**src/rtl/sisl_pkg.sv**
```systemverilog
// shared constants of the interrupt status, mask and trigger-mode logic
package sisl_pkg;

  localparam int unsigned REG_W = 8;
  localparam int unsigned ADDR_W = 8;
  localparam int unsigned SAMPLE_W = 24;
  localparam int unsigned RAW_W = 26;
  localparam int unsigned PERIOD_W = 16;
  localparam int unsigned MCLK_CNT_W = 10;

  // ---------------------------------------------------------------
  // register offsets
  // ---------------------------------------------------------------
  localparam logic [7:0] ADDR_STATUS_ONE = 8'h07;
  localparam logic [7:0] ADDR_STATUS_TWO = 8'h08;
  localparam logic [7:0] ADDR_MASK_ONE = 8'h09;
  localparam logic [7:0] ADDR_MODE_ONE_HIGH = 8'h0A;
  localparam logic [7:0] ADDR_MODE_ONE_LOW = 8'h0B;
  localparam logic [7:0] ADDR_MASK_TWO = 8'h0C;
  localparam logic [7:0] ADDR_MODE_TWO_HIGH = 8'h0D;
  localparam logic [7:0] ADDR_MODE_TWO_LOW = 8'h0E;

  // ---------------------------------------------------------------
  // reset values and fixed fields
  // ---------------------------------------------------------------
  localparam logic [7:0] RST_STATUS = 8'h00;
  localparam logic [7:0] RST_MASK = 8'h00;
  localparam logic [7:0] RST_MODE = 8'h00;
  localparam logic [7:0] RST_RDATA = 8'h00;
  localparam logic [7:0] TWO_LIVE_BITS = 8'h3F;

  // bit positions, first register
  localparam int unsigned BIT_TX_SLIP = 7;
  localparam int unsigned BIT_OUT_SLIP = 6;
  localparam int unsigned BIT_RATIO = 5;
  localparam int unsigned BIT_OVR_L = 4;
  localparam int unsigned BIT_OVR_R = 3;
  localparam int unsigned BIT_CBUF_DE = 2;
  localparam int unsigned BIT_CBUF_EF = 1;
  localparam int unsigned BIT_RX_FAULT = 0;
  // bit positions, second register
  localparam int unsigned BIT_VARISPEED = 5;
  localparam int unsigned BIT_TRACKING = 4;
  localparam int unsigned BIT_UBUF_DE = 3;
  localparam int unsigned BIT_UBUF_EF = 2;
  localparam int unsigned BIT_Q_READY = 1;
  localparam int unsigned BIT_UFIFO_OVW = 0;

  // trigger mode codes, {high bit, low bit}
  localparam logic [1:0] MODE_RISE = 2'h0;
  localparam logic [1:0] MODE_FALL = 2'h1;
  localparam logic [1:0] MODE_LEVEL = 2'h2;
  localparam logic [1:0] MODE_RSVD = 2'h3;

  // master clock to frame clock ratio selection
  localparam logic [1:0] CLK_SEL_256 = 2'h0;
  localparam logic [1:0] CLK_SEL_384 = 2'h1;
  localparam logic [1:0] CLK_SEL_512 = 2'h2;
  localparam logic [MCLK_CNT_W-1:0] MCLK_PER_FRAME_256 = 10'h100;
  localparam logic [MCLK_CNT_W-1:0] MCLK_PER_FRAME_384 = 10'h180;
  localparam logic [MCLK_CNT_W-1:0] MCLK_PER_FRAME_512 = 10'h200;
  localparam logic [MCLK_CNT_W-1:0] MCLK_CNT_MAX = 10'h3FF;

  localparam int unsigned RATIO_LIMIT = 3;
  localparam int unsigned Q_READ_FRAMES = 588;

  // full-scale limits of a clipped sample
  localparam logic signed [RAW_W-1:0] FULL_POS = 26'sh07FFFFF;
  localparam logic signed [RAW_W-1:0] FULL_NEG = -26'sh0800000;

  typedef enum logic [1:0] {
    SISL_CHECK_IDLE = 2'b01,
    SISL_CHECK_RUN = 2'b10
  } sisl_check_type;

endpackage

```
**src/rtl/sisl_top.sv**
```systemverilog
// interrupt status, mask and trigger-mode registers of the rate-converting transceiver
module sisl_top
  import sisl_pkg::*;
(
  input wire logic clock_i,
  input wire logic rst_n_i,
  // control port
  input wire logic [sisl_pkg::ADDR_W-1:0] reg_addr_i,
  input wire logic reg_wr_i,
  input wire logic reg_rd_i,
  input wire logic [sisl_pkg::REG_W-1:0] reg_wdata_i,
  output logic [sisl_pkg::REG_W-1:0] reg_rdata_o,
  output logic interrupt_o,
  // configuration
  input wire logic src_in_use_i,
  input wire logic transmit_block_start_is_input_i,
  input wire logic output_port_slave_i,
  input wire logic user_block_mode_i,
  input wire logic [1:0] clk_ratio_sel_i,
  // raw source conditions
  input wire logic tx_sample_slip_i,
  input wire logic transmit_block_start_i,
  input wire logic output_port_sample_slip_i,
  input wire logic output_master_clock_i,
  input wire logic output_frame_sync_i,
  input wire logic [sisl_pkg::PERIOD_W-1:0] in_frame_period_i,
  input wire logic [sisl_pkg::PERIOD_W-1:0] out_frame_period_i,
  input wire logic sample_valid_i,
  input wire logic signed [sisl_pkg::RAW_W-1:0] left_raw_i,
  input wire logic signed [sisl_pkg::RAW_W-1:0] right_raw_i,
  input wire logic cbuf_d_to_e_event_i,
  input wire logic cbuf_e_to_f_event_i,
  input wire logic receiver_fault_event_i,
  input wire logic varispeed_overflow_i,
  input wire logic converter_tracking_event_i,
  input wire logic ubuf_d_to_e_event_i,
  input wire logic ubuf_e_to_f_event_i,
  input wire logic q_subcode_ready_i,
  input wire logic user_fifo_overwrite_i,
  // clipped converter output
  output logic signed [sisl_pkg::SAMPLE_W-1:0] left_sample_o,
  output logic signed [sisl_pkg::SAMPLE_W-1:0] right_sample_o
);
  import sisl_pkg::*;

  // -----------------------------------------------------------------
  // control registers
  // -----------------------------------------------------------------
  logic [REG_W-1:0] mask_one_reg;
  logic [REG_W-1:0] mode_one_high_reg;
  logic [REG_W-1:0] mode_one_low_reg;
  logic [REG_W-1:0] mask_two_reg;
  logic [REG_W-1:0] mode_two_high_reg;
  logic [REG_W-1:0] mode_two_low_reg;
  logic [REG_W-1:0] rdata_reg;
  logic interrupt_reg;
  logic signed [SAMPLE_W-1:0] left_reg;
  logic signed [SAMPLE_W-1:0] right_reg;
  logic block_start_prev_reg;

  wire sel_status_one = (reg_addr_i == ADDR_STATUS_ONE);
  wire sel_status_two = (reg_addr_i == ADDR_STATUS_TWO);
  wire sel_mask_one = (reg_addr_i == ADDR_MASK_ONE);
  wire sel_mode_one_high = (reg_addr_i == ADDR_MODE_ONE_HIGH);
  wire sel_mode_one_low = (reg_addr_i == ADDR_MODE_ONE_LOW);
  wire sel_mask_two = (reg_addr_i == ADDR_MASK_TWO);
  wire sel_mode_two_high = (reg_addr_i == ADDR_MODE_TWO_HIGH);
  wire sel_mode_two_low = (reg_addr_i == ADDR_MODE_TWO_LOW);

  wire clear_one = reg_rd_i & sel_status_one;
  wire clear_two = reg_rd_i & sel_status_two;

  // status offsets have no write path, so a stray write there is simply dropped
  wire wr_mask_one = reg_wr_i & sel_mask_one;
  wire wr_mode_one_high = reg_wr_i & sel_mode_one_high;
  wire wr_mode_one_low = reg_wr_i & sel_mode_one_low;
  wire wr_mask_two = reg_wr_i & sel_mask_two;
  wire wr_mode_two_high = reg_wr_i & sel_mode_two_high;
  wire wr_mode_two_low = reg_wr_i & sel_mode_two_low;

  // -----------------------------------------------------------------
  // source conditions
  // -----------------------------------------------------------------
  wire block_start_new = transmit_block_start_i & ~block_start_prev_reg;
  wire tx_slip = ~src_in_use_i & (tx_sample_slip_i |
                 (transmit_block_start_is_input_i & block_start_new));

  logic ratio_mismatch;
  sisl_ratio_check u_ratio_check (
    .clock_i(clock_i),
    .rst_n_i(rst_n_i),
    .enable_i(src_in_use_i & output_port_slave_i),
    .output_master_clock_i(output_master_clock_i),
    .output_frame_sync_i(output_frame_sync_i),
    .clk_ratio_sel_i(clk_ratio_sel_i),
    .mismatch_o(ratio_mismatch)
  );

  wire out_slip = (output_port_slave_i & output_port_sample_slip_i) |
                  ratio_mismatch;

  // periods are inverse to rates, so the same test covers both directions
  wire [PERIOD_W+1:0] in_times_limit = (PERIOD_W+2)'(in_frame_period_i) * (PERIOD_W+2)'(RATIO_LIMIT);
  wire [PERIOD_W+1:0] out_times_limit = (PERIOD_W+2)'(out_frame_period_i) * (PERIOD_W+2)'(RATIO_LIMIT);
  wire ratio_exceeded = ((PERIOD_W+2)'(out_frame_period_i) > in_times_limit) |
                        ((PERIOD_W+2)'(in_frame_period_i) > out_times_limit);

  wire left_hi = left_raw_i > FULL_POS;
  wire left_lo = left_raw_i < FULL_NEG;
  wire right_hi = right_raw_i > FULL_POS;
  wire right_lo = right_raw_i < FULL_NEG;
  wire left_over = sample_valid_i & (left_hi | left_lo);
  wire right_over = sample_valid_i & (right_hi | right_lo);

  wire [SAMPLE_W-1:0] left_clip = left_hi ? FULL_POS[SAMPLE_W-1:0] :
                                  left_lo ? FULL_NEG[SAMPLE_W-1:0] :
                                  left_raw_i[SAMPLE_W-1:0];
  wire [SAMPLE_W-1:0] right_clip = right_hi ? FULL_POS[SAMPLE_W-1:0] :
                                   right_lo ? FULL_NEG[SAMPLE_W-1:0] :
                                   right_raw_i[SAMPLE_W-1:0];

  wire [REG_W-1:0] cond_one;
  assign cond_one[BIT_TX_SLIP] = tx_slip;
  assign cond_one[BIT_OUT_SLIP] = out_slip;
  assign cond_one[BIT_RATIO] = ratio_exceeded;
  assign cond_one[BIT_OVR_L] = left_over;
  assign cond_one[BIT_OVR_R] = right_over;
  assign cond_one[BIT_CBUF_DE] = cbuf_d_to_e_event_i;
  assign cond_one[BIT_CBUF_EF] = cbuf_e_to_f_event_i;
  assign cond_one[BIT_RX_FAULT] = receiver_fault_event_i;

  wire [REG_W-1:0] cond_two;
  assign cond_two[7:6] = 2'h0;
  assign cond_two[BIT_VARISPEED] = varispeed_overflow_i;
  assign cond_two[BIT_TRACKING] = converter_tracking_event_i;
  assign cond_two[BIT_UBUF_DE] = user_block_mode_i & ubuf_d_to_e_event_i;
  assign cond_two[BIT_UBUF_EF] = user_block_mode_i & ubuf_e_to_f_event_i;
  // the host has a bounded window to drain the block after this fires
  assign cond_two[BIT_Q_READY] = q_subcode_ready_i;
  assign cond_two[BIT_UFIFO_OVW] = user_fifo_overwrite_i;

  // -----------------------------------------------------------------
  // status banks
  // -----------------------------------------------------------------
  logic [REG_W-1:0] status_one;
  logic [REG_W-1:0] status_one_next;
  logic [REG_W-1:0] status_two;
  logic [REG_W-1:0] status_two_next;

  sisl_event_bank u_bank_one (
    .clock_i(clock_i),
    .rst_n_i(rst_n_i),
    .cond_i(cond_one),
    .mask_i(mask_one_reg),
    .mode_high_i(mode_one_high_reg),
    .mode_low_i(mode_one_low_reg),
    .read_clear_i(clear_one),
    .status_o(status_one),
    .status_next_o(status_one_next)
  );

  sisl_event_bank u_bank_two (
    .clock_i(clock_i),
    .rst_n_i(rst_n_i),
    .cond_i(cond_two),
    .mask_i(mask_two_reg),
    .mode_high_i(mode_two_high_reg),
    .mode_low_i(mode_two_low_reg),
    .read_clear_i(clear_two),
    .status_o(status_two),
    .status_next_o(status_two_next)
  );

  // -----------------------------------------------------------------
  // read mux
  // -----------------------------------------------------------------
  // unmapped offsets read zero
  wire [REG_W-1:0] read_value =
    sel_status_one ? status_one :
    sel_status_two ? (status_two & TWO_LIVE_BITS) :
    sel_mask_one ? mask_one_reg :
    sel_mode_one_high ? mode_one_high_reg :
    sel_mode_one_low ? mode_one_low_reg :
    sel_mask_two ? mask_two_reg :
    sel_mode_two_high ? mode_two_high_reg :
    sel_mode_two_low ? mode_two_low_reg : RST_RDATA;

  // -----------------------------------------------------------------
  // interrupt pin
  // -----------------------------------------------------------------
  // pin follows the state the banks are about to hold, so it lines up with status
  wire irq_next = (|status_one_next) | (|status_two_next);

  assign reg_rdata_o = rdata_reg;
  assign interrupt_o = interrupt_reg;
  assign left_sample_o = left_reg;
  assign right_sample_o = right_reg;

  // -----------------------------------------------------------------
  // register writes
  // -----------------------------------------------------------------
  always_ff @(posedge clock_i)
  begin
    if (!rst_n_i)
    begin
      mask_one_reg <= RST_MASK;
      mode_one_high_reg <= RST_MODE;
      mode_one_low_reg <= RST_MODE;
    end
    else
    begin
      if (wr_mask_one) mask_one_reg <= reg_wdata_i;
      if (wr_mode_one_high) mode_one_high_reg <= reg_wdata_i;
      if (wr_mode_one_low) mode_one_low_reg <= reg_wdata_i;
    end
  end

  // bits 7:6 of the second bank have no source, so they are never stored
  always_ff @(posedge clock_i)
  begin
    if (!rst_n_i)
    begin
      mask_two_reg <= RST_MASK;
      mode_two_high_reg <= RST_MODE;
      mode_two_low_reg <= RST_MODE;
    end
    else
    begin
      if (wr_mask_two) mask_two_reg <= reg_wdata_i & TWO_LIVE_BITS;
      if (wr_mode_two_high) mode_two_high_reg <= reg_wdata_i & TWO_LIVE_BITS;
      if (wr_mode_two_low) mode_two_low_reg <= reg_wdata_i & TWO_LIVE_BITS;
    end
  end

  // -----------------------------------------------------------------
  // output registers
  // -----------------------------------------------------------------
  always_ff @(posedge clock_i)
  begin
    if (!rst_n_i)
    begin
      rdata_reg <= RST_RDATA;
      interrupt_reg <= 1'b0;
    end
    else
    begin
      if (reg_rd_i)
        rdata_reg <= read_value;
      interrupt_reg <= irq_next;
    end
  end

  always_ff @(posedge clock_i)
  begin
    if (!rst_n_i)
      block_start_prev_reg <= 1'b0;
    else
      block_start_prev_reg <= transmit_block_start_i;
  end

  // samples hold between valid strobes so the output never shows a raw value
  always_ff @(posedge clock_i)
  begin
    if (!rst_n_i)
    begin
      left_reg <= '0;
      right_reg <= '0;
    end
    else if (sample_valid_i)
    begin
      left_reg <= left_clip;
      right_reg <= right_clip;
    end
  end
endmodule

```
**src/rtl/sisl_event_bank.sv**
```systemverilog
// one bank of eight sticky, maskable, mode-selected event bits
module sisl_event_bank
  import sisl_pkg::*;
(
  input wire logic clock_i,
  input wire logic rst_n_i,
  input wire logic [REG_W-1:0] cond_i,
  input wire logic [REG_W-1:0] mask_i,
  input wire logic [REG_W-1:0] mode_high_i,
  input wire logic [REG_W-1:0] mode_low_i,
  input wire logic read_clear_i,
  output logic [REG_W-1:0] status_o,
  output logic [REG_W-1:0] status_next_o
);
  import sisl_pkg::*;

  logic [REG_W-1:0] cond_prev_reg;
  logic [REG_W-1:0] status_reg;
  logic [REG_W-1:0] hit;

  genvar gi;
  generate
    for (gi = 0; gi < REG_W; gi = gi + 1)
    begin : g_bit
      wire [1:0] mode = {mode_high_i[gi], mode_low_i[gi]};
      wire rise = cond_i[gi] & ~cond_prev_reg[gi];
      wire fall = ~cond_i[gi] & cond_prev_reg[gi];
      // reserved code never fires
      assign hit[gi] = (mode == MODE_RISE) ? rise :
                       (mode == MODE_FALL) ? fall :
                       (mode == MODE_LEVEL) ? cond_i[gi] : 1'b0;
    end
  endgenerate

  // a fresh hit outranks the read clear; a level source still true re-sets itself
  assign status_next_o = mask_i & (hit | (status_reg & ~{REG_W{read_clear_i}}));
  assign status_o = status_reg & mask_i;

  always_ff @(posedge clock_i)
  begin
    if (!rst_n_i)
    begin
      cond_prev_reg <= RST_STATUS;
      status_reg <= RST_STATUS;
    end
    else
    begin
      cond_prev_reg <= cond_i;
      status_reg <= status_next_o;
    end
  end
endmodule

```
**src/rtl/sisl_ratio_check.sv**
```systemverilog
// counts master clock ticks per output frame and flags a mismatch with the selection
module sisl_ratio_check
  import sisl_pkg::*;
(
  input wire logic clock_i,
  input wire logic rst_n_i,
  input wire logic enable_i,
  input wire logic output_master_clock_i,
  input wire logic output_frame_sync_i,
  input wire logic [1:0] clk_ratio_sel_i,
  output logic mismatch_o
);
  import sisl_pkg::*;

  sisl_check_type state_reg;
  sisl_check_type state_next;
  logic [MCLK_CNT_W-1:0] count_reg;
  logic mclk_prev_reg;
  logic sync_prev_reg;
  logic mismatch_reg;
  logic [MCLK_CNT_W-1:0] expected;

  wire mclk_rise = output_master_clock_i & ~mclk_prev_reg;
  wire frame_start = output_frame_sync_i & ~sync_prev_reg;
  wire [MCLK_CNT_W-1:0] count_inc = (count_reg == MCLK_CNT_MAX) ? count_reg :
                                    count_reg + 10'h001;

  // code 11 is reserved; treat it like the default selection
  assign expected = (clk_ratio_sel_i == CLK_SEL_384) ? MCLK_PER_FRAME_384 :
                    (clk_ratio_sel_i == CLK_SEL_512) ? MCLK_PER_FRAME_512 :
                    MCLK_PER_FRAME_256;

  always_comb
  begin
    state_next = state_reg;
    case (state_reg)
      SISL_CHECK_IDLE: if (enable_i && frame_start) state_next = SISL_CHECK_RUN;
      SISL_CHECK_RUN: if (!enable_i) state_next = SISL_CHECK_IDLE;
      default: state_next = SISL_CHECK_IDLE;
    endcase
  end

  assign mismatch_o = mismatch_reg;

  always_ff @(posedge clock_i)
  begin
    if (!rst_n_i)
    begin
      state_reg <= SISL_CHECK_IDLE;
      count_reg <= '0;
      mclk_prev_reg <= 1'b0;
      sync_prev_reg <= 1'b0;
      mismatch_reg <= 1'b0;
    end
    else
    begin
      state_reg <= state_next;
      mclk_prev_reg <= output_master_clock_i;
      sync_prev_reg <= output_frame_sync_i;
      // a partial first frame is never judged
      mismatch_reg <= (state_reg == SISL_CHECK_RUN) && enable_i && frame_start &&
                      (count_reg != expected);
      if (frame_start)
        count_reg <= {{(MCLK_CNT_W-1){1'b0}}, mclk_rise};
      else if (mclk_rise)
        count_reg <= count_inc;
    end
  end
endmodule

```
**config.mk**
```make
export PLATFORM = sky130hd
export DESIGN_NAME = sisl_top
export DESIGN_NICKNAME = d
export VERILOG_FILES = /design/src/rtl/sisl_pkg.sv /design/src/rtl/sisl_top.sv /design/src/rtl/sisl_event_bank.sv /design/src/rtl/sisl_ratio_check.sv
export SDC_FILE = /design/constraint.sdc
export NUM_CORES = 1
export LEC_CHECK = 0
export BUFFER_PORTS_ARGS = -buffer_cell sky130_fd_sc_hd__buf_2
export CELL_PAD_IN_SITES_DETAIL_PLACEMENT = 0
export CELL_PAD_IN_SITES_GLOBAL_PLACEMENT = 2
export CORE_UTILIZATION = 29
export DETAILED_ROUTE_END_ITERATION = 10
export HOLD_SLACK_MARGIN = 0.15
export PLACE_DENSITY_LB_ADDON = 0.1
export SYNTH_ARGS = -nofsm -noshare
export SYNTH_HDL_FRONTEND = slang
export SYNTH_SLANG_ARGS = --single-unit
export TNS_END_PERCENT = 10
```
**constraint.sdc**
```tcl
create_clock -name clock_i -period 3.38 [get_ports clock_i]
set_input_delay 0.169 -clock clock_i [delete_from_list [all_inputs] [get_ports clock_i]]
set_output_delay 0.169 -clock clock_i [all_outputs]
set_load 0.01 [all_outputs]
```
==> impl_results.md <==
* Status: finished, final reports clean
* Vias in the first global route at 7653
* Max stage delay on crit path at 360 ps
* Core Rows at 61
* Antenna cells at 0
* Leading area contributor after synthesis: dfxtp_1
* Global route overflow at 0
* Design area at 11100 um^2
* Fill cell count at 2996
* H-tree Lvls at 4
* Max-Cap Viols at 0
* Via count at 7854
* CP Max Fanout at 3
* Layout cell share with drive strength beyond 1 at 20.7%
* Crit-path slowest cell: fa_2
* Fin crit share at 90.6%
* Crit path buffers/inverters at 2
* Clk_skew at 8.48 ps
* DRT iter0 DRCs at 279
* Dpl hpwl at 18.8 mm
* Post-CTS Setup Repair Bufs at 0
* Post-synth top area share at 34.9%
* Routed Antenna Nets at 0
* Synth area leaders: dfxtp_1, ha_1, a21oi_1
* Vias per inst at 4.73
* EDFF count, synth at 0
* Worst-path clk slew at 60 ps
* Leak at 4.75 nW
* Initial antenna violation count at 0
* Die width at 170 um
* Clk Latency, worst-skew pair at 430 ps
* Worst-margin pin slew at 968 ps
* Maximum clock insertion buffer count at 2
* Main synth FF type: dfxtp_1
* Crit path DAT at 3410 ps
* Fraction of registers with async set/reset at 0%
* Fin Hold WS at 184 ps
* Synthesis-to-finish area growth at 35.6%
* CTS tree: built
* GRT Resource Usage Total at 18.1%
* Largest net degree at the start of global routing at 86
* Startpoint types: primary input
* Synth warn at 0
* Core area at 27800 um^2
* F_max at 326 MHz
* Port Buffers at 181
* Peak VDD IR at 0.317 mV
* Post-Syn Nets at 1182
* Final Hold Viols at 0
* Syn Area/Cell at 8.28 um^2
* Pre-antenna DRT Iters at 4
* Nets at 1461
* Slew Viols, Final at 0
* CTS buffer count at 17
* Die H at 170 um
* Synthesized area at 8190 um^2
* Global placer's final weighted congestion at 0.808
* Clock sinks at 143
* Post-synthesis cell type count at 61
* Detailed-route DRC error count at 0
* Initial Utilization at 29.5%
* Worst rel slew slack at 35.5%
* Critical path class: primary input to register
* Die Area at 28900 um^2
* Req. time, crit path at 3730 ps
* Tmin final at 3060 ps
* First-pass GRT wire length at 40.6 mm
* Hold WC Path Type: primary input to register
* Syn Inst Count at 989
* Dpl cell area at 9710 um^2
* Crit. End Element: register
* Wire length per cell at 15.4 um
* Final setup viols at 0
* Largest delay contributor family on the critical path: compound AO/OA/AOI/OAI gates
* Seq/Total Area, Yosys at 34.9%
* Synthesized flop and latch total at 143
* Power Dens Cells at 418 nW/um^2
* Top Ports at 182
* WL final at 25.6 mm
* Critical Path, Cell by Cell: buf_2, ha_1, fa_2, a21oi_2, o21ai_1, o22ai_1, buf_4, o21bai_1, a21oi_1, xor2_1, ha_1, a211oi_2, nor2_1, o21ai_0, nand2b_1, a221o_1, o211ai_1, nand2_1, o211ai_1
* RSZ-0062 raised after global routing: no
* CTS root buffer: clkbuf_16
[placed cells by master (no fill, tap or decap), types with 8 or more instances in the layout]
cell type | synthesis | layout
a31oi_1 | 9 | 9
nor2b_1 | 22 | 22
o211ai_1 | 8 | 8
dfxtp_1 | 143 | 143
nand2b_1 | 60 | 60
clkbuf_16 | 0 | 17
nand4_1 | 12 | 12
and2_1 | 17 | 17
buf_4 | 1 | 37
nand2_1 | 59 | 59
a21oi_1 | 108 | 107
xnor2_1 | 16 | 16
buf_2 | 1 | 181
a211oi_1 | 16 | 15
inv_1 | 29 | 29
nor2_1 | 106 | 106
ha_1 | 66 | 66
a21o_1 | 13 | 13
o21ai_0 | 68 | 67
dlygate4sd3_1 | 0 | 78
nand3_1 | 29 | 29
mux2i_1 | 46 | 46
xor2_1 | 15 | 15
or3_1 | 11 | 11
nor3b_1 | 8 | 8
nor3_1 | 16 | 16
[worst reg2reg max path: stages, from the launching register on]
cell and delay (ps):
dfxtp_1 370, nor2b_1 80, and3_1 160, a211oi_1 370
o2111ai_1 220, a2111oi_2 350, a41o_1 260, o211ai_1 90
[final timing paths]
| kind | start | end | slack (ps) | cells past startpoint |
|---|---|---|---|---|
| hold reg to reg | mask_one_reg[3]$_SDFFE_PN0P_ | mask_one_reg[3]$_SDFFE_PN0P_ | 460 | 2 |
| setup / recovery | in_frame_period_i[0] | interrupt_o$_SDFF_PN0_ | 320 | 19 |
| hold / removal | right_raw_i[23] | u_bank_one.cond_prev_reg[3]$_SDFF_PN0_ | 180 | 4 |
| setup reg to reg | mode_two_high_reg[2]$_SDFFE_PN0P_ | interrupt_o$_SDFF_PN0_ | 1360 | 7 |
[cell usage after synthesis (3+ instances only)]
| library cell | count |
|---|---|
| ha_1 | 66 |
| o211ai_1 | 8 |
| o21ai_0 | 68 |
| nand4_1 | 12 |
| o22ai_1 | 7 |
| inv_1 | 29 |
| a21oi_1 | 108 |
| and2_1 | 17 |
| dfxtp_1 | 143 |
| nand2b_1 | 60 |
| o21ai_1 | 4 |
| xor2_1 | 15 |
| clkbuf_1 | 31 |
| xnor2_1 | 16 |
| a21boi_0 | 4 |
| a21o_1 | 13 |
| a221o_1 | 5 |
| mux2i_1 | 46 |
| or3_1 | 11 |
| nand3_1 | 29 |
| nand2_1 | 59 |
| nor2_1 | 106 |
| nor3b_1 | 8 |
| a31oi_1 | 9 |
| a211oi_1 | 16 |
| o21a_1 | 5 |
| nor3_1 | 16 |
| o21bai_1 | 5 |
| or2_2 | 3 |
| buf_1 | 3 |
| nor2b_1 | 22 |
| and3_1 | 7 |
[cell families (layout without fill, tap and decap cells)]
group                      Yosys count  count (layout)  share of synthesized area, %
adders and majority gates           68              68                          10.6
AOI/OAI and AO/OA                  270             270                          19.7
muxes                               46              46                          5.62
and+or+nand+nor                    365             365                          22.8
DFF                                143             143                          34.9
xor gates and xnor gates            31              31                          3.31
buffers and inverters               66             358                          3.08
[stage by stage]
stage	setup TNS [ps]	util, %	instances	worst slack (ps)	total power [mW]
floorplan	0	-	989	163	2.33
global placement	-412	35.0	1549	-172	2.68
detailed placement	-618	35.0	1549	-242	2.67
CTS	0	39.9	1659	210	4.72
global route	0	40.0	1659	26.3	4.92
finish	0	40.0	1659	316	4.64
[timing repair]
item	4_1_cts	5_1_grt
gates resized for setup	0	4
hold buffers	78	0
endpoints found under the hold margin	109	0
setup endpoints to repair	0	3
[where the power goes]
part           switching [mW]  internal, mW  total [mW]
combinational           0.491         0.447       0.938
clock                   0.800          1.14        1.94
sequential             0.0235          1.74        1.76
[metal layers]
| metal | GRT usage [%] | share of wire, % |
|---|---|---|
| met1 | 23.9 | 49 |
| met2 | 29.5 | 46 |
| met3 | 4.02 | 3.7 |
| met4 | 5.09 | 1.3 |
| met5 | 0 | 0 |
[area by class of cell]
| class | instances | area (um^2) | area share [%] |
|---|---|---|---|
| Inverter | 30 | 114 | 1.02 |
| Multi-Input combinational cell | 780 | 5090 | 45.8 |
| Clock buffer | 19 | 453 | 4.08 |
| Timing Repair Buffer | 296 | 1960 | 17.7 |
| Clock inverter | 13 | 153 | 1.37 |
| Tap cell | 378 | 473 | 4.26 |
| Sequential cell | 143 | 2860 | 25.8 |
Note: power is estimated with default switching activity, not from simulation.
